==> src/common/occ_pkg.sv <==
/*
  Constants for the overload commutation controller: register offsets,
  field positions, reset values and codes.
  Assumes a 7-bit register index on the plain register port.
*/
`default_nettype none
package occ_pkg;
  // Register offsets
  localparam logic [6:0] OCC_ADDR_GLOBAL_CONF   = 7'h00;
  localparam logic [6:0] OCC_ADDR_REF_CONF      = 7'h01;
  localparam logic [6:0] OCC_ADDR_SWITCH_VEL    = 7'h1d;
  localparam logic [6:0] OCC_ADDR_FORMAT        = 7'h40;
  localparam logic [6:0] OCC_ADDR_STATE         = 7'h41;
  localparam logic [6:0] OCC_ADDR_IRQ_STATUS    = 7'h42;
  localparam logic [6:0] OCC_ADDR_IRQ_MASK      = 7'h43;
  localparam logic [6:0] OCC_ADDR_THRESH_VEL    = 7'h60;
  localparam logic [6:0] OCC_ADDR_TIMING        = 7'h61;
  localparam logic [6:0] OCC_ADDR_LSP_TIMER     = 7'h62;
  localparam logic [6:0] OCC_ADDR_CHOP_LOW      = 7'h6c;
  localparam logic [6:0] OCC_ADDR_CHOP_HIGH     = 7'h6d;
  // Field positions
  localparam int OCC_MODE_LSB        = 21;
  localparam int OCC_AUTO_COVER_BIT  = 0;
  localparam int OCC_UPPER_LSB       = 0;
  localparam int OCC_STALL_LSB       = 8;
  localparam int OCC_BLANK_LSB       = 16;
  localparam int OCC_STALL_SCALE_SH  = 4;
  localparam int OCC_THRESH_WIDTH    = 24;
  // Codes
  localparam logic [1:0] OCC_MODE_ON      = 2'h1;
  localparam logic [3:0] OCC_FMT_F1_A     = 4'hb;
  localparam logic [3:0] OCC_FMT_F1_B     = 4'ha;
  localparam logic [3:0] OCC_FMT_F2_A     = 4'hd;
  localparam logic [3:0] OCC_FMT_F2_B     = 4'hc;
  // Interrupt bits
  localparam int OCC_IRQ_STALL    = 0;
  localparam int OCC_IRQ_OVERLOAD = 1;
  localparam int OCC_IRQ_FORCED   = 2;
  localparam int OCC_IRQ_WIDTH    = 3;
  // Reset values
  localparam logic [31:0] OCC_RESET_WORD = 32'h0000_0000;
  localparam logic [3:0]  OCC_RESET_FMT  = 4'h0;
endpackage : occ_pkg
`default_nettype wire

==> src/core/occ_ctrl.sv <==
/*
  Overload commutation controller: measures approval pulses from the
  driver, gates and forces internal steps, drives the handshake enable
  and selects the chopper datagram.
  Assumes approval input is asynchronous; velocity, step request and
  driver stall bit come from logic on the same clock.
*/
// The strobed register port was chosen for this implementation.
`timescale 1ns/1ps
`default_nettype none

module occ_ctrl
  import occ_pkg::*;
(
  // Clock and reset
  input  wire logic        clock,
  input  wire logic        rst,
  // Register port
  input  wire logic [6:0]  reg_addr,
  input  wire logic [31:0] reg_wdata,
  input  wire logic        reg_write,
  input  wire logic        reg_read,
  output logic      [31:0] reg_rdata,
  // Motion side
  input  wire logic [31:0] internal_velocity,
  input  wire logic        step_request,
  input  wire logic        driver_stall_status,
  output logic             step_out,
  output logic             full_step_mode,
  output logic             stall_report,
  // Driver pins
  input  wire logic        step_approval_input,
  output logic             commutation_enable_output,
  output logic             commutation_enable_oe_n,
  // Chopper datagram
  output logic      [31:0] chopper_datagram,
  output logic             cover_send,
  // Interrupt
  output logic             irq
);

  ////////////////////////////////////////////////////////////////////////////
  // Registers

  logic [31:0] global_configuration;
  logic [31:0] reference_configuration;
  logic [31:0] interface_switch_velocity;
  logic [31:0] overload_threshold_velocity;
  logic [31:0] overload_timing_limits;
  logic [31:0] low_speed_step_timer;
  logic [31:0] chopper_datagram_low;
  logic [31:0] chopper_datagram_high;
  logic [3:0]  driver_output_format;
  logic [OCC_IRQ_WIDTH-1:0] irq_status;
  logic [OCC_IRQ_WIDTH-1:0] irq_mask;

  function automatic logic hit(input logic [6:0] a, input logic [6:0] r);
    hit = (a == r);
  endfunction : hit

  always_ff @(posedge clock) begin
    if (rst) begin
      global_configuration        <= OCC_RESET_WORD;
      reference_configuration     <= OCC_RESET_WORD;
      interface_switch_velocity   <= OCC_RESET_WORD;
      overload_threshold_velocity <= OCC_RESET_WORD;
      overload_timing_limits      <= OCC_RESET_WORD;
      low_speed_step_timer        <= OCC_RESET_WORD;
      chopper_datagram_low        <= OCC_RESET_WORD;
      chopper_datagram_high       <= OCC_RESET_WORD;
      driver_output_format        <= OCC_RESET_FMT;
      irq_mask                    <= '0;
    end else if (reg_write) begin
      if (hit(reg_addr, OCC_ADDR_GLOBAL_CONF)) global_configuration <= reg_wdata;
      if (hit(reg_addr, OCC_ADDR_REF_CONF)) reference_configuration <= reg_wdata;
      if (hit(reg_addr, OCC_ADDR_SWITCH_VEL)) interface_switch_velocity <= reg_wdata;
      if (hit(reg_addr, OCC_ADDR_THRESH_VEL)) begin
        overload_threshold_velocity <= {8'h00, reg_wdata[OCC_THRESH_WIDTH-1:0]};
      end
      if (hit(reg_addr, OCC_ADDR_TIMING)) overload_timing_limits <= reg_wdata;
      if (hit(reg_addr, OCC_ADDR_LSP_TIMER)) low_speed_step_timer <= reg_wdata;
      if (hit(reg_addr, OCC_ADDR_CHOP_LOW)) chopper_datagram_low <= reg_wdata;
      if (hit(reg_addr, OCC_ADDR_CHOP_HIGH)) chopper_datagram_high <= reg_wdata;
      if (hit(reg_addr, OCC_ADDR_FORMAT)) driver_output_format <= reg_wdata[3:0];
      if (hit(reg_addr, OCC_ADDR_IRQ_MASK)) irq_mask <= reg_wdata[OCC_IRQ_WIDTH-1:0];
    end
  end

  ////////////////////////////////////////////////////////////////////////////
  // Mode decode

  logic [1:0]  commutation_mode;
  logic        family_one;
  logic        family_two;
  logic        mode_on;
  logic        f1_enabled;
  logic        f2_enabled;
  logic [31:0] abs_velocity;
  logic        f1_active;
  logic        f2_active;
  logic        dc_active;
  logic        auto_cover;
  logic [7:0]  upper_limit;
  logic [11:0] stall_limit;
  logic [15:0] blank_cycles;

  assign commutation_mode = global_configuration[OCC_MODE_LSB +: 2];
  assign family_one = (driver_output_format == OCC_FMT_F1_A)
                   || (driver_output_format == OCC_FMT_F1_B);
  assign family_two = (driver_output_format == OCC_FMT_F2_A)
                   || (driver_output_format == OCC_FMT_F2_B);
  assign mode_on    = (commutation_mode == OCC_MODE_ON);
  assign f1_enabled = mode_on && family_one;
  assign f2_enabled = mode_on && family_two;
  assign abs_velocity = internal_velocity[31] ? 32'(-internal_velocity) : internal_velocity;
  assign f1_active  = f1_enabled && (abs_velocity > overload_threshold_velocity);
  assign f2_active  = f2_enabled
                   && ($signed(internal_velocity) >= $signed(overload_threshold_velocity));
  assign dc_active  = f1_active || f2_active;
  assign auto_cover = reference_configuration[OCC_AUTO_COVER_BIT];
  assign upper_limit  = overload_timing_limits[OCC_UPPER_LSB +: 8];
  assign stall_limit  = {overload_timing_limits[OCC_STALL_LSB +: 8], 4'h0};
  assign blank_cycles = overload_timing_limits[OCC_BLANK_LSB +: 16];

  ////////////////////////////////////////////////////////////////////////////
  // Approval pulse measurement

  logic        appr_meta;
  logic        appr_sync;
  logic        appr_prev;
  logic [15:0] pulse_len;
  logic [15:0] blank_cnt;
  logic        pulse_valid;
  logic        check_first;
  logic        pulse_end;
  logic        release_step;

  always_ff @(posedge clock) begin
    if (rst) begin
      appr_meta <= 1'b0;
      appr_sync <= 1'b0;
      appr_prev <= 1'b0;
    end else begin
      appr_meta <= step_approval_input;
      appr_sync <= appr_meta;
      appr_prev <= appr_sync;
    end
  end

  assign release_step = step_out && f1_active;
  assign pulse_end    = appr_prev && !appr_sync && pulse_valid && (blank_cnt == 16'h0000);

  always_ff @(posedge clock) begin
    if (rst) begin
      pulse_len <= '0;
    end else if (!appr_sync) begin
      pulse_len <= '0;
    end else if (pulse_len != 16'hffff) begin
      pulse_len <= pulse_len + 16'h0001;
    end
  end

  always_ff @(posedge clock) begin
    if (rst) begin
      blank_cnt   <= '0;
      pulse_valid <= 1'b0;
      check_first <= 1'b0;
    end else if (release_step) begin
      blank_cnt   <= blank_cycles;
      pulse_valid <= 1'b0;
      check_first <= 1'b1;
    end else begin
      if (blank_cnt != 16'h0000) blank_cnt <= blank_cnt - 16'h0001;
      if (appr_sync && !appr_prev && blank_cnt == 16'h0000) pulse_valid <= 1'b1;
      if (pulse_end) check_first <= 1'b0;
    end
  end

  ////////////////////////////////////////////////////////////////////////////
  // Stall detection

  logic stall_flag;
  logic stall_event;

  assign stall_event = pulse_end && check_first && (pulse_len < 16'(stall_limit));

  always_ff @(posedge clock) begin
    if (rst) begin
      stall_flag <= 1'b0;
    end else if (pulse_end && check_first) begin
      stall_flag <= stall_event;
    end
  end

  always_ff @(posedge clock) begin
    if (rst) begin
      stall_report <= 1'b0;
    end else begin
      stall_report <= f1_enabled ? stall_flag : driver_stall_status;
    end
  end

  ////////////////////////////////////////////////////////////////////////////
  // Step gating and low-speed timer

  logic        pause;
  logic        overload_event;
  logic [31:0] lsp_cnt;
  logic        force_step;
  logic        next_step;

  assign overload_event = pulse_end && (pulse_len >= 16'(upper_limit));
  assign force_step = f1_active && pause && (low_speed_step_timer != 32'h0)
                   && (lsp_cnt + 32'h1 >= low_speed_step_timer);

  always_ff @(posedge clock) begin
    if (rst) begin
      pause <= 1'b0;
    end else if (!f1_active) begin
      pause <= 1'b0;
    end else if (release_step) begin
      pause <= 1'b1;
    end else if (pulse_end) begin
      pause <= overload_event;
    end
  end

  always_ff @(posedge clock) begin
    if (rst) begin
      lsp_cnt <= '0;
    end else if (!pause || force_step || release_step) begin
      lsp_cnt <= '0;
    end else begin
      lsp_cnt <= lsp_cnt + 32'h1;
    end
  end

  // Family two keeps microstepping; the driver commutates itself
  assign next_step = f1_active ? (force_step || (step_request && !pause))
                               : step_request;

  always_ff @(posedge clock) begin
    if (rst) begin
      step_out       <= 1'b0;
      full_step_mode <= 1'b0;
    end else begin
      step_out       <= next_step;
      full_step_mode <= dc_active;
    end
  end

  ////////////////////////////////////////////////////////////////////////////
  // Handshake enable output

  always_ff @(posedge clock) begin
    if (rst) begin
      commutation_enable_output <= 1'b0;
      commutation_enable_oe_n   <= 1'b1;
    end else begin
      commutation_enable_output <= f2_active;
      commutation_enable_oe_n   <= !f2_enabled;
    end
  end

  ////////////////////////////////////////////////////////////////////////////
  // Chopper datagram selection

  logic sel_high;

  always_ff @(posedge clock) begin
    if (rst) begin
      chopper_datagram <= OCC_RESET_WORD;
      sel_high         <= 1'b0;
      cover_send       <= 1'b0;
    end else begin
      chopper_datagram <= dc_active ? chopper_datagram_high : chopper_datagram_low;
      sel_high         <= dc_active;
      cover_send       <= auto_cover && (sel_high != dc_active);
    end
  end

  ////////////////////////////////////////////////////////////////////////////
  // Interrupts and read port

  logic [OCC_IRQ_WIDTH-1:0] irq_events;
  logic [OCC_IRQ_WIDTH-1:0] irq_clear;

  assign irq_events = {force_step, overload_event, stall_event};
  assign irq_clear  = (reg_write && hit(reg_addr, OCC_ADDR_IRQ_STATUS))
                    ? reg_wdata[OCC_IRQ_WIDTH-1:0] : '0;

  always_ff @(posedge clock) begin
    if (rst) begin
      irq_status <= '0;
      irq        <= 1'b0;
    end else begin
      irq_status <= (irq_status & ~irq_clear) | irq_events;           // Set wins over clear
      irq        <= |(((irq_status & ~irq_clear) | irq_events) & irq_mask);
    end
  end

  always_ff @(posedge clock) begin
    if (rst) begin
      reg_rdata <= '0;
    end else if (reg_read) begin
      case (reg_addr)
        OCC_ADDR_GLOBAL_CONF: reg_rdata <= global_configuration;
        OCC_ADDR_REF_CONF:    reg_rdata <= reference_configuration;
        OCC_ADDR_SWITCH_VEL:  reg_rdata <= interface_switch_velocity;
        OCC_ADDR_FORMAT:      reg_rdata <= {28'h0, driver_output_format};
        OCC_ADDR_STATE:       reg_rdata <= {26'h0, commutation_enable_output, full_step_mode,
                                            pause, stall_flag, f2_active, f1_active};
        OCC_ADDR_IRQ_STATUS:  reg_rdata <= {29'h0, irq_status};
        OCC_ADDR_IRQ_MASK:    reg_rdata <= {29'h0, irq_mask};
        default:              reg_rdata <= '0;
      endcase
    end else begin
      reg_rdata <= '0;
    end
  end

  ////////////////////////////////////////////////////////////////////////////
  // Assertions

  AST_PAUSE_BLOCKS: assert property (@(posedge clock) disable iff (rst)
    (f1_active && pause && !force_step) |=> !step_out)
    else $error("Step issued while paused");

  AST_MODE_GATE: assert property (@(posedge clock) disable iff (rst)
    (commutation_mode != OCC_MODE_ON) |=> !full_step_mode && !commutation_enable_output)
    else $error("Commutation active with mode off");

  AST_APPROVE: assert property (@(posedge clock) disable iff (rst)
    (f1_active && pulse_end && pulse_len < 16'(upper_limit) && !release_step) |=> !pause)
    else $error("Short pulse did not approve");

  AST_STALL_SET: assert property (@(posedge clock) disable iff (rst)
    (pulse_end && check_first && pulse_len < 16'(stall_limit)) |=> stall_flag ##1 stall_report || !f1_enabled)
    else $error("Short first pulse did not flag stall");

  AST_BLANK_HOLD: assert property (@(posedge clock) disable iff (rst)
    (blank_cnt != 16'h0000 && !release_step) |=> $stable(stall_flag) && $stable(check_first))
    else $error("Comparison during blank period");

  AST_STALL_SOURCE: assert property (@(posedge clock) disable iff (rst)
    f1_enabled |=> stall_report == $past(stall_flag))
    else $error("Wrong stall source reported");

  AST_THRESHOLD: assert property (@(posedge clock) disable iff (rst)
    (f1_enabled && abs_velocity <= overload_threshold_velocity && !family_two) |=> !full_step_mode)
    else $error("Active at or below threshold");

  AST_FORCE: assert property (@(posedge clock) disable iff (rst)
    force_step |=> step_out ##1 (lsp_cnt == 32'h0 || !pause))
    else $error("Low-speed timer did not force step");

  AST_COVER_SEL: assert property (@(posedge clock) disable iff (rst)
    dc_active |=> chopper_datagram == $past(chopper_datagram_high))
    else $error("Wrong chopper datagram while active");

  AST_HANDSHAKE: assert property (@(posedge clock) disable iff (rst)
    (f2_enabled && $signed(internal_velocity) >= $signed(overload_threshold_velocity))
      |=> commutation_enable_output && !commutation_enable_oe_n)
    else $error("Enable output not raised");

  AST_MICROSTEP: assert property (@(posedge clock) disable iff (rst)
    f2_enabled |=> step_out == $past(step_request))
    else $error("Microsteps gated in handshake form");

  AST_FULL_STEP: assert property (@(posedge clock) disable iff (rst)
    $rose(dc_active) |=> full_step_mode)
    else $error("No full-step switch on activation");

endmodule : occ_ctrl
`default_nettype wire

==> config.mk <==
export PLATFORM = sky130hd
export DESIGN_NAME = occ_ctrl
export DESIGN_NICKNAME = d
export VERILOG_FILES = /design/src/common/occ_pkg.sv /design/src/core/occ_ctrl.sv
export SDC_FILE = /design/constraint.sdc
export NUM_CORES = 1
export LEC_CHECK = 0
export BUFFER_PORTS_ARGS = -buffer_cell sky130_fd_sc_hd__buf_2
export CORE_UTILIZATION = 28
export CTS_CLUSTER_SIZE = 8
export DETAILED_ROUTE_END_ITERATION = 6
export PLACE_DENSITY_LB_ADDON = 0.15
export SLEW_MARGIN = 20
export SYNTH_ARGS = -nofsm -noshare
export SYNTH_HDL_FRONTEND = slang
export SYNTH_SLANG_ARGS = --single-unit
==> constraint.sdc <==
create_clock -name clock -period 5.1 [get_ports clock]
set_clock_uncertainty 0.05 [all_clocks]
set_input_delay 0.255 -clock clock [delete_from_list [all_inputs] [get_ports clock]]
set_output_delay 0.255 -clock clock [all_outputs]
set_load 0.03 [all_outputs]
== Word level (Yosys, flattened, before mapping) ==
Index checks and enable logic that the tools add are counted.
Widths: inputs -> output; s select.
Word-level totals
  latch bits: 0
  memory bits (writable): 0
  memories kept: 0
  output and inout port bits: 71
  memory bits (read-only): 0
  bits of input ports: 78
  logic and storage cells: 127
  flip-flop bits (word level): 400
Cells by class
  shifts and indexed selects: 0
  $add $sub $neg: 4
  mux-type cells: 12
  reduce and logical (&&, ||, !) cells: 51
  $lt $le $gt $ge: 5
  equal/unequal tests: 18
  bitwise operators: 7
  div/mod/pow operators: 0
  multipliers: 0
Operators by type and width (number)
  $pmux 32 s7: 1
  $mux 32: 2
  $eq 7x7->1 const B: 9
  $add 32x1->32 const B: 1
  $ge 32x25->1: 1
  $ge 32x32->1: 1
  $gt 32x24->1: 1
  $mux 16: 2
  $neg 32->32: 1
  $reduce_bool 32->1: 1
  $reduce_and 2->1: 10
  $logic_and 1x1->1: 19
  $add 16x1->16 const B: 1
  $eq 4x4->1 const B: 4
  $ge 16x8->1: 1
  $logic_not 16->1: 1
  $lt 16x12->1: 1
  $ne 16x16->1 const B: 1
  $reduce_bool 16->1: 1
  $sub 16x1->16 const B: 1
  $reduce_or 2->1: 5
  $eq 7x1->1 const B: 1
  $eq 7x5->1 const B: 1
  $logic_not 7->1: 1
  12 further kinds: 29

== Depth between registers and ports, before layout ==
Gate-level depths: netlist of the first run.
  word-level depth: 10
  mapped depth: 17
  gate-level depth less buffers: 15

== Worst setup path after synthesis of the first run ==
No wires, ideal clock.
  kind: input-to-reg
  start: input port internal_velocity[5]
  end: register chopper_datagram[10]
  buffers on the path: 3
  path slack: 1049 ps
  setup time: 72 ps
  data required time: 4978 ps
  arrival time: 3930 ps
  stages on the path: 16
  cells stage by stage: or4_4 or3_1 buf_2 nand2b_1 o31ai_1 xnor2_1 ha_1 a21oi_1 a31oi_1 a211o_1 nor4_1 o211ai_1 o31ai_2 buf_6 buf_12 mux2i_1
On the way
  word-level cells in the longest chain between the ends: 6
  elaborated cells on any way between the ends: 8
  classes of those cells: add/sub (1); order compare (2); mux (2); reduce/logical (3)
RTL lines
  from (decl): line occ_ctrl.sv:25  | input wire logic [31:0] internal_velocity,
  $neg 32->32: line occ_ctrl.sv:115  | assign abs_velocity = internal_velocity[31] ? 32'(-internal_velocity) : internal_velocity;
  $mux 32: line occ_ctrl.sv:115
  $gt 32x24->1: line occ_ctrl.sv:116  | assign f1_active = f1_enabled && (abs_velocity > overload_threshold_velocity);
  $logic_and 1x1->1: line occ_ctrl.sv:116
  $logic_or 1x1->1 *: line occ_ctrl.sv:119  | assign dc_active = f1_active || f2_active;
  $mux 32 *: line occ_ctrl.sv:276  | chopper_datagram <= dc_active ? chopper_datagram_high : chopper_datagram_low;
  to (signal assigned): line occ_ctrl.sv:276
  to (decl): line occ_ctrl.sv:36  | output logic [31:0] chopper_datagram,
Every way passes the cells marked *; elsewhere a longest branch is shown, timed or not.
A chain may end at the register's enable or synchronous reset.

== Final worst setup path of the first run ==
  start: register lsp_cnt[0]
  end: register lsp_cnt[20]
On the way
  word-level cells in the longest chain between the ends: 6
RTL lines
  from (decl): line occ_ctrl.sv:208  | logic [31:0] lsp_cnt;
  from (signal assigned): line occ_ctrl.sv:234  | lsp_cnt <= lsp_cnt + 32'h1;
  $add 32x1->32 *: line occ_ctrl.sv:214, occ_ctrl.sv:234
  $ge 32x32->1: line occ_ctrl.sv:214  | && (lsp_cnt + 32'h1 >= low_speed_step_timer);
  $logic_and 1x1->1: line occ_ctrl.sv:214
  $logic_or 1x1->1 (2 in a row): line occ_ctrl.sv:231  | end else if (!pause || force_step || release_step) begin
  $reduce_or 2->1 (no source line)
Marked as above.

==> metrics.md, run 1 <==
| Metric | Value |
|---|---|
| Outcome | completed |
| Worst path max stage delay | 0.66 ns |
| Tcrit/Tclk final | 91.0% |
| Fmax | 0.215 GHz |
| Pwr dens | 332 nW/um2 |
| Leakage | 7.74 nW |
| CP max FO | 32 |
| Port Buf Inserts | 148 |
| Fraction of registers with async set/reset | 0% |
| Area grow syn2layout | 16.2% |
| Final Hold Vio Count | 0 |
| Gpl congestion | 0.859 |
| Worst-Skew Late Latency | 0.61 ns |
| # fillers | 6,913 |
| Die height | 259 um |
| Post-Syn Nets | 2,472 |
| WL per Instance | 19.5 um |
| Detailed-router iteration count before antenna repair | 6 |
| Row cnt | 93 |
| Sink Count | 400 |
| Setup TNS | 0 ns |
| Unique cell type count in the Yosys netlist | 70 |
| Worst Tran Pin Value | 0.981 ns |
| I/O pins | 149 |
| First-pass GRT wire length | 95,600 um |
| Hold Path Class | in -> reg |
| Final net count | 2,564 |
| DR DRC count | 0 |
| Total global-route track usage | 18.7% |
| Post-CTS Repair Setup Buffers | 0 |
| Final total power | 7.14 mW |
| Initial antenna violation count | 6 |
| Register bit total from synthesis | 400 |
| Top_reg_cell synth | dfxtp_1 |
| Fin cells | 3,246 |
| First DRT Iteration DRCs | 1,129 |
| Overflow after GRT | 0 |
| Tmin final | 4.64 ns |
| Post-synth EDFFs | 0 |
| Fin. max-slew vios | 0 |
| Avg Cell Area, Syn | 8.06 um2 |
| Peak VDD IR | 0.265 mV |
| Seq/Total Area, Yosys | 43.3% |
| Number of synthesis warnings | 0 |
| Share of layout cells above drive strength 1 | 11.0% |
| Pre-CTS setup slack | 0.454 ns |
| Vias in the first global route | 15,900 |
| RSZ-0062 raised after global routing | no |
| H-tree levels | 2 |
| Clock buffer depth | 3 |
| CTS Buf Count | 55 |
| Placed Cells | 3,175 |
| Antenna viol nets, final | 0 |
| CTS root buffer | clkbuf_16 |
| Die Area | 67,100 um2 |
| Largest net degree at the start of global routing | 96 |
| Cell Chain, Critical Path | ha_1, nand3_1, or4_1, nor2_1, nand4_1, xnor2_1, ha_1, nand4_1, nor4_1, o311ai_0, a211oi_1, o31ai_1, a21oi_2, buf_4, nor2_1 |
| Final setup margin | 0.457 ns |
| Post-DP HPWL | 41,900 um |
| Initial core utilization | 28.5% |
| Vias | 16,300 |
| Core Area | 64,900 um2 |
| CP required | 5.53 ns |
| Synthesized cell area | 18,500 um2 |
| CTS tree | yes |
| WP data arrival | 5.07 ns |
| Gate Count Post-Synth | 2,296 |
| Vias per inst | 5.02 |
| Relative slew slack | 33.7% |
| DIE WIDTH | 259 um |
| Hold slack | 0.0195 ns |
| Clock Pin Slew Worst Setup and Hold Paths | 0.05 ns |
| Worst Setup Path Type | reg -> reg |
| Total wire length | 63,300 um |
| Endpoint class of the critical path | flip-flop |
| Crit path launch type | flip-flop |
| Max-Cap Viols | 0 |
| Setup violations, final | 0 |
| Crit-path slowest cell | or4_1 |
## flip-flops by register name, indices dropped and copies added, names as in the netlist, 3 cells and up
register and count:
reg_rdata 32, irq_mask 3, irq_status 3, lsp_cnt 32, driver_output_format 4, interface_switch_velocity 32
chopper_datagram_low 32, reference_configuration 32, low_speed_step_timer 32, overload_timing_limits 32, chopper_datagram 32, chopper_datagram_high 32
pulse_len 16, blank_cnt 16, global_configuration 32, overload_threshold_velocity 24
## logic make-up (layout without fill, tap and decap cells)
family	count (synthesis)	count (layout)	synth area share [%]
buffers and inverters	237	330	5.27
DFF	400	400	43.3
muxes	80	80	4.35
xor gates and xnor gates	68	68	3.22
adders and majority gates	98	98	6.63
other	0	2	0
and+or+nand+nor	975	975	22.9
AOI/OAI and AO/OA	438	438	14.4
## stage by stage
stage	cell area, um2	utilization [%]
3_3_place_gp	20000	30.7
5_1_grt	21500	33.1
4_1_cts	21500	33.1
6_report	21500	33.1
2_1_floorplan	18500	-
3_5_place_dp	20000	30.7
## report_power, final
part / switching, mW / internal, mW
Clock: 1.35 / 1.89
Sequential: 0.0491 / 3.18
Combinational: 0.437 / 0.229
Total: 1.84 / 5.30
## area by class of cell
cell class	count	area, um2	area share [%]
flip-flops and latches	400	8010	37.3
inverters	84	315	1.47
clock inverters	3	48.8	0.227
repair buffers	188	1090	5.07
multi-input cells	1659	9580	44.6
clock buffers	55	1380	6.40
well taps	855	1070	4.98
diodes	2	5.00	0.0233
## Yosys cell counts, types with 3 or more instances
cell type	instances	share of area, %
and2_0	3	0.10
o31ai_1	11	0.45
nand2_1	598	12
and4_1	11	0.52
or4_1	11	0.45
buf_12	3	0.32
nand3_1	43	1.2
o211ai_1	7	0.28
a22oi_1	10	0.41
clkbuf_2	20	0.54
nor2_1	148	3.0
buf_2	3	0.081
and3_1	12	0.41
o41ai_1	4	0.19
a21boi_0	4	0.16
nor3b_1	6	0.24
a31oi_1	14	0.47
a21oi_1	260	7.0
inv_1	83	1.7
dfxtp_1	400	43
xor2_1	19	0.90
or2_2	6	0.20
a21o_1	10	0.41
nor4_1	29	0.98
xnor2_1	49	2.3
o21ai_0	32	0.87
o2111ai_1	3	0.14
nand2b_1	8	0.27
a211oi_1	29	1.2
clkbuf_1	126	2.6
o21a_1	5	0.20
a222oi_1	28	1.5
nand3b_1	3	0.12
mux2i_1	77	4.2
or3_1	8	0.27
nand4b_1	4	0.19
nor3_1	33	0.89
nand4_1	32	1.1
nor2b_1	7	0.24
ha_1	98	6.6
## final timing paths
kind                                                       startpoint                                  endpoint  slack (ns)  cells past startpoint
worst min register to register  global_configuration[12]$_SDFFE_PP0P_     global_configuration[12]$_SDFFE_PP0P_        0.40                      2
worst max-delay path                            lsp_cnt[0]$_SDFF_PP0_                    lsp_cnt[20]$_SDFF_PP0_        0.46                     15
worst max register to register                  lsp_cnt[0]$_SDFF_PP0_                    lsp_cnt[20]$_SDFF_PP0_        0.46                     15
worst min-delay path                                    reg_wdata[22]  reference_configuration[22]$_SDFFE_PP0P_        0.02                      3
## layer usage
metal	GRT usage, %	routed length [um]
met1	24.3	28500
met2	30.8	29600
met3	3.28	3370
met4	6.57	1720
met5	0	11
## cells in the final DEF (no fill, tap or decap), types with 14 or more instances in the layout
master,netlist,routed
ha_1,98,98
nor2_1,148,146
nand3_1,43,43
nor4_1,29,26
a222oi_1,28,28
mux2i_1,77,77
o21ai_0,32,32
buf_2,3,147
a211oi_1,29,29
nand2_1,598,598
inv_1,83,83
a21oi_1,260,259
dfxtp_1,400,400
a31oi_1,14,14
xnor2_1,49,49
buf_4,0,28
nor3_1,33,32
clkbuf_16,0,55
nand4_1,32,32
xor2_1,19,19
## critical path, delay by kind of cell, from the launching register on
| kind | cells | cell delay (ns) |
|---|---|---|
| fa+ha+maj | 2 | 0.52 |
| flops | 1 | 0.40 |
| simple gates | 7 | 1.94 |
| xor+xnor | 1 | 0.19 |
| buf+inv | 1 | 0.35 |
| compound gates | 4 | 1.04 |
## what timing repair did
action                                 CTS  global route
hold buffers                            11             0
endpoints found under the hold margin   41             0
resized for setup                        0             0
No activity file was read; power rests on OpenSTA's default activity.
==> inputs of run 2 (changes only) <==
clock period = 5.6 ns   (was 5.1 ns; I/O delays follow)
==> run 2 against run 1 <==
  * Utilization decreased by 0.10 points
  * Cell count fell by 0.25%
  * Critical endpoint is now lsp_cnt[26]$_SDFF_PP0_
  * Largest cell class unchanged
  * Via count fell by 0.93%
  * Total power fell by 9.2%
  * Worst setup slack improved by 0.34 ns
==> metrics.md, run 2 (synthesized netlist as in run 1, its figures left out) <==
| Metric | Value |
|---|---|
| CTS Buf Count | 55 |
| Worst-Skew Late Latency | 0.60 ns |
| Reg-to-Reg End | lsp_cnt[26]$_SDFF_PP0_ |
| Relative slew slack | 32.0% |
| Detailed-router iteration count before antenna repair | 7 |
| Vias per inst | 4.99 |
| Initial antenna violation count | 5 |
| Leakage | 7.70 nW |
| Final total power | 6.48 mW |
| Cell Chain, Critical Path | ha_1, nand3_1, or4_1, nor2_1, nand4_1, xnor2_1, ha_1, nand4_1, nor4_1, o311ai_0, a211oi_1, o31ai_1, a21oi_2, buf_4, nor2_1 |
| Gpl congestion | 0.874 |
| I/O pins | 149 |
| Hold Path Class | in -> reg |
| Worst path max stage delay | 0.67 ns |
| HP Start | reg_wdata[26] |
| DR DRC count | 0 |
| Clock Pin Slew Worst Setup and Hold Paths | 0.05 ns |
| WHS Endpoint | interface_switch_velocity[26]$_SDFFE_PP0P_ |
| CTS root buffer | clkbuf_16 |
| Crit path launch type | flip-flop |
| Fmax | 0.208 GHz |
| DIE WIDTH | 259 um |
| Tmin final | 4.80 ns |
| Endpoint class of the critical path | flip-flop |
| Final Hold Vio Count | 0 |
| Vias in the first global route | 15,800 |
| Core Area | 64,900 um2 |
| Hold slack | 0.0425 ns |
| CP required | 6.03 ns |
| Pwr dens | 302 nW/um2 |
| Largest net degree at the start of global routing | 95 |
| CTS tree | yes |
| CP max FO | 32 |
| Total global-route track usage | 18.5% |
| RSZ-0062 raised after global routing | no |
| R2R Path Start | lsp_cnt[0]$_SDFF_PP0_ |
| Peak VDD IR | 0.215 mV |
| Placed cell areas | 19,900 um2 |
| Post-DP HPWL | 41,600 um |
| Setup TNS | 0 ns |
| Port Buf Inserts | 148 |
| Fin. max-slew vios | 0 |
| Sink Count | 400 |
| Tcrit/Tclk final | 85.7% |
| Initial core utilization | 28.5% |
| Area grow syn2layout | 15.8% |
| Reg2Reg Depth | 15 |
| Max-Cap Viols | 0 |
| Overflow after GRT | 0 |
| WP data arrival | 5.23 ns |
| Worst Tran Pin Value | 1.02 ns |
| Final setup margin | 0.801 ns |
| Worst Setup Path Type | reg -> reg |
| Row cnt | 93 |
| Die height | 259 um |
| Clock buffer depth | 3 |
| Antenna viol nets, final | 0 |
| Setup violations, final | 0 |
| Outcome | completed |
| Die Area | 67,100 um2 |
| Reg2Reg Setup Slack | 0.80 ns |
| Min-Delay Path Depth | 3 |
| First DRT Iteration DRCs | 1,031 |
| H-tree levels | 2 |
| First-pass GRT wire length | 95,400 um |
| Final net count | 2,556 |
| Commonest non-fill, non-tap cell in the layout | nand2_1 |
| Total wire length | 62,800 um |
| Share of layout cells above drive strength 1 | 10.8% |
| Design area | 21,400 um2 |
| Crit-path slowest cell | or4_1 |
| Pre-CTS setup slack | 0.635 ns |
| Vias | 16,100 |
| WL per Instance | 19.4 um |
| Most frequent cells in the layout | nand2_1 (598), dfxtp_1 (400), a21oi_1 (259) |
-- run 2: changes by cell type in the layout (fill, tap and decap cells not counted) --
cell,before,now
nor2b_2,1,0
nor2_2,0,1
buf_4,28,22
dlygate4sd3_1,11,9
nor2b_4,0,1
nor2_4,2,1
-- run 2: area by class of cell --
cell class	count	area (um2)
diodes	2	5.00
clock buffers	55	1380
clock inverters	3	48.8
fillers	6826	43500
inverters	84	315
multi-input cells	1659	9580
flip-flops and latches	400	8010
well taps	855	1070
repair buffers	180	1020
-- run 2: power breakdown --
| group | switching, mW | internal, mW |
|---|---|---|
| Clock | 1.22 | 1.72 |
| Sequential | 0.0426 | 2.89 |
| Combinational | 0.393 | 0.206 |
-- run 2: worst max path at each step --
| stage | startpoint | end | slack [ns] | cells after the start |
|---|---|---|---|---|
| floorplan | internal_velocity[5] | chopper_datagram[10]$_SDFF_PP0_ | 1.52 | 16 |
| global placement | internal_velocity[5] | chopper_datagram[9]$_SDFF_PP0_ | 0.74 | 15 |
| detailed placement | internal_velocity[5] | chopper_datagram[11]$_SDFF_PP0_ | 0.63 | 15 |
| CTS | lsp_cnt[0]$_SDFF_PP0_ | lsp_cnt[29]$_SDFF_PP0_ | 0.80 | 15 |
| global route | lsp_cnt[0]$_SDFF_PP0_ | lsp_cnt[26]$_SDFF_PP0_ | 0.44 | 15 |
| finish | lsp_cnt[0]$_SDFF_PP0_ | lsp_cnt[26]$_SDFF_PP0_ | 0.80 | 15 |
-- run 2: per-layer routing --
metal	vias up	GRT usage [%]	share of wire (%)
met5	-	0	0
met1	7678	24.4	46
met4	0	5.51	2.5
met2	365	31.0	47
li1	8003	-	-
met3	98	2.64	4.6
-- run 2: critical path: cells and delay by family, from the launching register on --
| family | cells | cell delay (ns) |
|---|---|---|
| simple gates | 7 | 2.10 |
| compound gates | 4 | 1.02 |
| fa+ha+maj | 2 | 0.53 |
| flops | 1 | 0.43 |
| buf+inv | 1 | 0.34 |
| xor+xnor | 1 | 0.18 |
-- run 2: what timing repair did --
item,in CTS,in global routing
endpoints found under the hold margin,24,0
hold buffers,9,0
gates resized for setup,0,0
setup endpoints to repair,0,0
buffers inserted,0,0
-- run 2: metrics by stage --
| step | cells | util (%) |
|---|---|---|
| 2_1_floorplan | 2296 | - |
| 3_3_place_gp | 3169 | 30.7 |
| 3_5_place_dp | 3169 | 30.7 |
| 4_1_cts | 3236 | 33.0 |
| 5_1_grt | 3237 | 33.0 |
| 6_report | 3238 | 33.0 |
==> inputs of run 3 (changes only) <==
GPL_TIMING_DRIVEN = 0   (was not set)
==> run 3 against run 2 <==
  * Sequential power about the same
  * Critical path depth did not move
  * Sequential share of layout area is 0.56 points lower
  * Total power is 0.91% higher
  * Register-to-register slack got worse by 0.28 ns
  * Critical path type unchanged
  * Largest cell class unchanged
  * Largest power group unchanged
  * Highest routed layer is now met5
==> metrics.md, run 3 (synthesized netlist as in run 1, its figures left out) <==
| Metric | Value |
|---|---|
| Sink Count | 400 |
| Placed Cells | 3,275 |
| Vias in the first global route | 16,500 |
| RSZ-0062 raised after global routing | no |
| CP max FO | 10 |
| Reg2Reg Depth | 15 |
| Commonest non-fill, non-tap cell in the layout | nand2_1 |
| HP Start | reg_wdata[1] |
| Max-Cap Viols | 0 |
| Relative slew slack | 27.2% |
| Die Area | 67,100 um2 |
| Pwr dens | 301 nW/um2 |
| WP data arrival | 5.50 ns |
| Initial antenna violation count | 4 |
| Worst Tran Pin Value | 1.08 ns |
| Met2 Wirelength | 29,600 um |
| DR DRC count | 0 |
| Fin. max-slew vios | 0 |
| Tcrit/Tclk final | 90.7% |
| I/O pins | 149 |
| Post-DP HPWL | 47,500 um |
| Final total power | 6.54 mW |
| Peak VDD IR | 0.222 mV |
| Footprint of the multi-input gates | 9550 um2 |
| Gpl congestion | 0.862 |
| Antenna viol nets, final | 0 |
| Fmax | 0.197 GHz |
| Total global-route track usage | 19.1% |
| Worst-Skew Late Latency | 0.61 ns |
| Setup violations, final | 0 |
| Total wire length | 65,300 um |
| Clock Pin Slew Worst Setup and Hold Paths | 0.05 ns |
| Met3 Routed Length | 3790 um |
| FF+latch area | 8010 um2 |
| Fin cells | 3,342 |
| Die height | 259 um |
| Port Buf Inserts | 123 |
| Wire length on met1 | 29,200 um |
| Row cnt | 93 |
| WL per Instance | 19.5 um |
| H-tree levels | 2 |
| Share of layout cells above drive strength 1 | 9.37% |
| Worst Setup Path Type | reg -> reg |
| Most frequent cells in the layout | nand2_1 (598), dfxtp_1 (400), a21oi_1 (259) |
| Final Hold Vio Count | 0 |
| Min-Delay Path Depth | 4 |
| Outcome | completed |
| # fillers | 6,861 |
| Initial core utilization | 28.5% |
| CP required | 6.03 ns |
| R2R Path Start | lsp_cnt[0]$_SDFF_PP0_ |
| Reg-to-Reg End | lsp_cnt[30]$_SDFF_PP0_ |
| Endpoint class of the critical path | flip-flop |
| Tmin final | 5.08 ns |
| First-pass GRT wire length | 97,900 um |
| Overflow after GRT | 0 |
| CTS root buffer | clkbuf_16 |
| Vias per inst | 5.04 |
| CTS Buf Count | 55 |
| Crit path launch type | flip-flop |
| Leakage | 7.77 nW |
| WHS Endpoint | irq_status[1]$_SDFF_PP0_ |
| DIE WIDTH | 259 um |
| DR top layer | met5 |
| CTS tree | yes |
| Clock buffer depth | 3 |
| Largest net degree at the start of global routing | 15 |
| Area grow syn2layout | 17.6% |
| Reg2Reg Setup Slack | 0.52 ns |
| Detailed-router iteration count before antenna repair | 6 |
| Final net count | 2,661 |
| Hold Path Class | in -> reg |
| First DRT Iteration DRCs | 1,243 |
| Core Area | 64,900 um2 |
| Vias | 16,800 |
==> run 3: per-stage QoR <==
step,utilization (%),setup WS [ns],instance area [um2],setup TNS (ns),hold slack [ns]
after floorplan,-,1.52,18500,0,0.358
after global placement,31.1,0.0682,20200,0,0.375
after detailed placement,31.1,-0.0668,20200,-0.777,0.390
after CTS,33.5,0.0833,21700,0,0.0108
after global routing,33.5,0.188,21800,0,0.0508
final,33.5,0.523,21800,0,0.0328
==> run 3: critical path, cell delays in order, from the launching register on <==
cell and delay, ns:
dfxtp_1 0.43, ha_1 0.22, nand3_1 0.17, or4_1 0.68
nor2_2 0.36, nand4_1 0.16, xnor2_1 0.17, ha_1 0.31
nand4_1 0.16, nor4_1 0.33, o311ai_0 0.24, a211oi_1 0.54
o31ai_1 0.15, a21oi_2 0.41, clkbuf_1 0.45, nor2_1 0.10
==> run 3: what timing repair did <==
action	4_1_cts	5_1_grt
setup buffers	0	0
hold endpoints to repair	26	0
resized for setup	1	2
setup endpoints to repair	15	30
hold buffers	8	0
==> run 3: worst max path at each step <==
stage / start / end / slack (ns) / cells past startpoint
after floorplan: internal_velocity[5] / chopper_datagram[10]$_SDFF_PP0_ / 1.52 / 16
after global placement: lsp_cnt[0]$_SDFF_PP0_ / lsp_cnt[22]$_SDFF_PP0_ / 0.07 / 14
after detailed placement: lsp_cnt[0]$_SDFF_PP0_ / lsp_cnt[25]$_SDFF_PP0_ / -0.07 / 14
after CTS: lsp_cnt[0]$_SDFF_PP0_ / lsp_cnt[25]$_SDFF_PP0_ / 0.08 / 15
after global routing: lsp_cnt[0]$_SDFF_PP0_ / lsp_cnt[26]$_SDFF_PP0_ / 0.19 / 15
final: lsp_cnt[0]$_SDFF_PP0_ / lsp_cnt[30]$_SDFF_PP0_ / 0.52 / 15
==> run 3: cell type report <==
type | count | area share (%)
Inverter | 84 | 1.45
Clock buffer | 57 | 6.56
Multi-Input combinational cell | 1659 | 43.9
Tap cell | 855 | 4.92
Sequential cell | 400 | 36.8
Antenna cell | 1 | 0.0115
Buffer | 153 | 3.03
Clock inverter | 1 | 0.0920
Timing Repair Buffer | 132 | 3.22
==> run 3: power by group <==
part / total [mW] / internal, mW / switching (mW)
clock: 2.99 / 1.77 / 1.22
combinational: 0.619 / 0.211 / 0.408
sequential: 2.93 / 2.89 / 0.0400
==> run 3: routing by layer <==
layer,vias up,GRT usage [%]
met3,133,3.29
met4,2,8.61
met1,7987,24.8
met2,477,31.0
met5,-,0
li1,8232,-
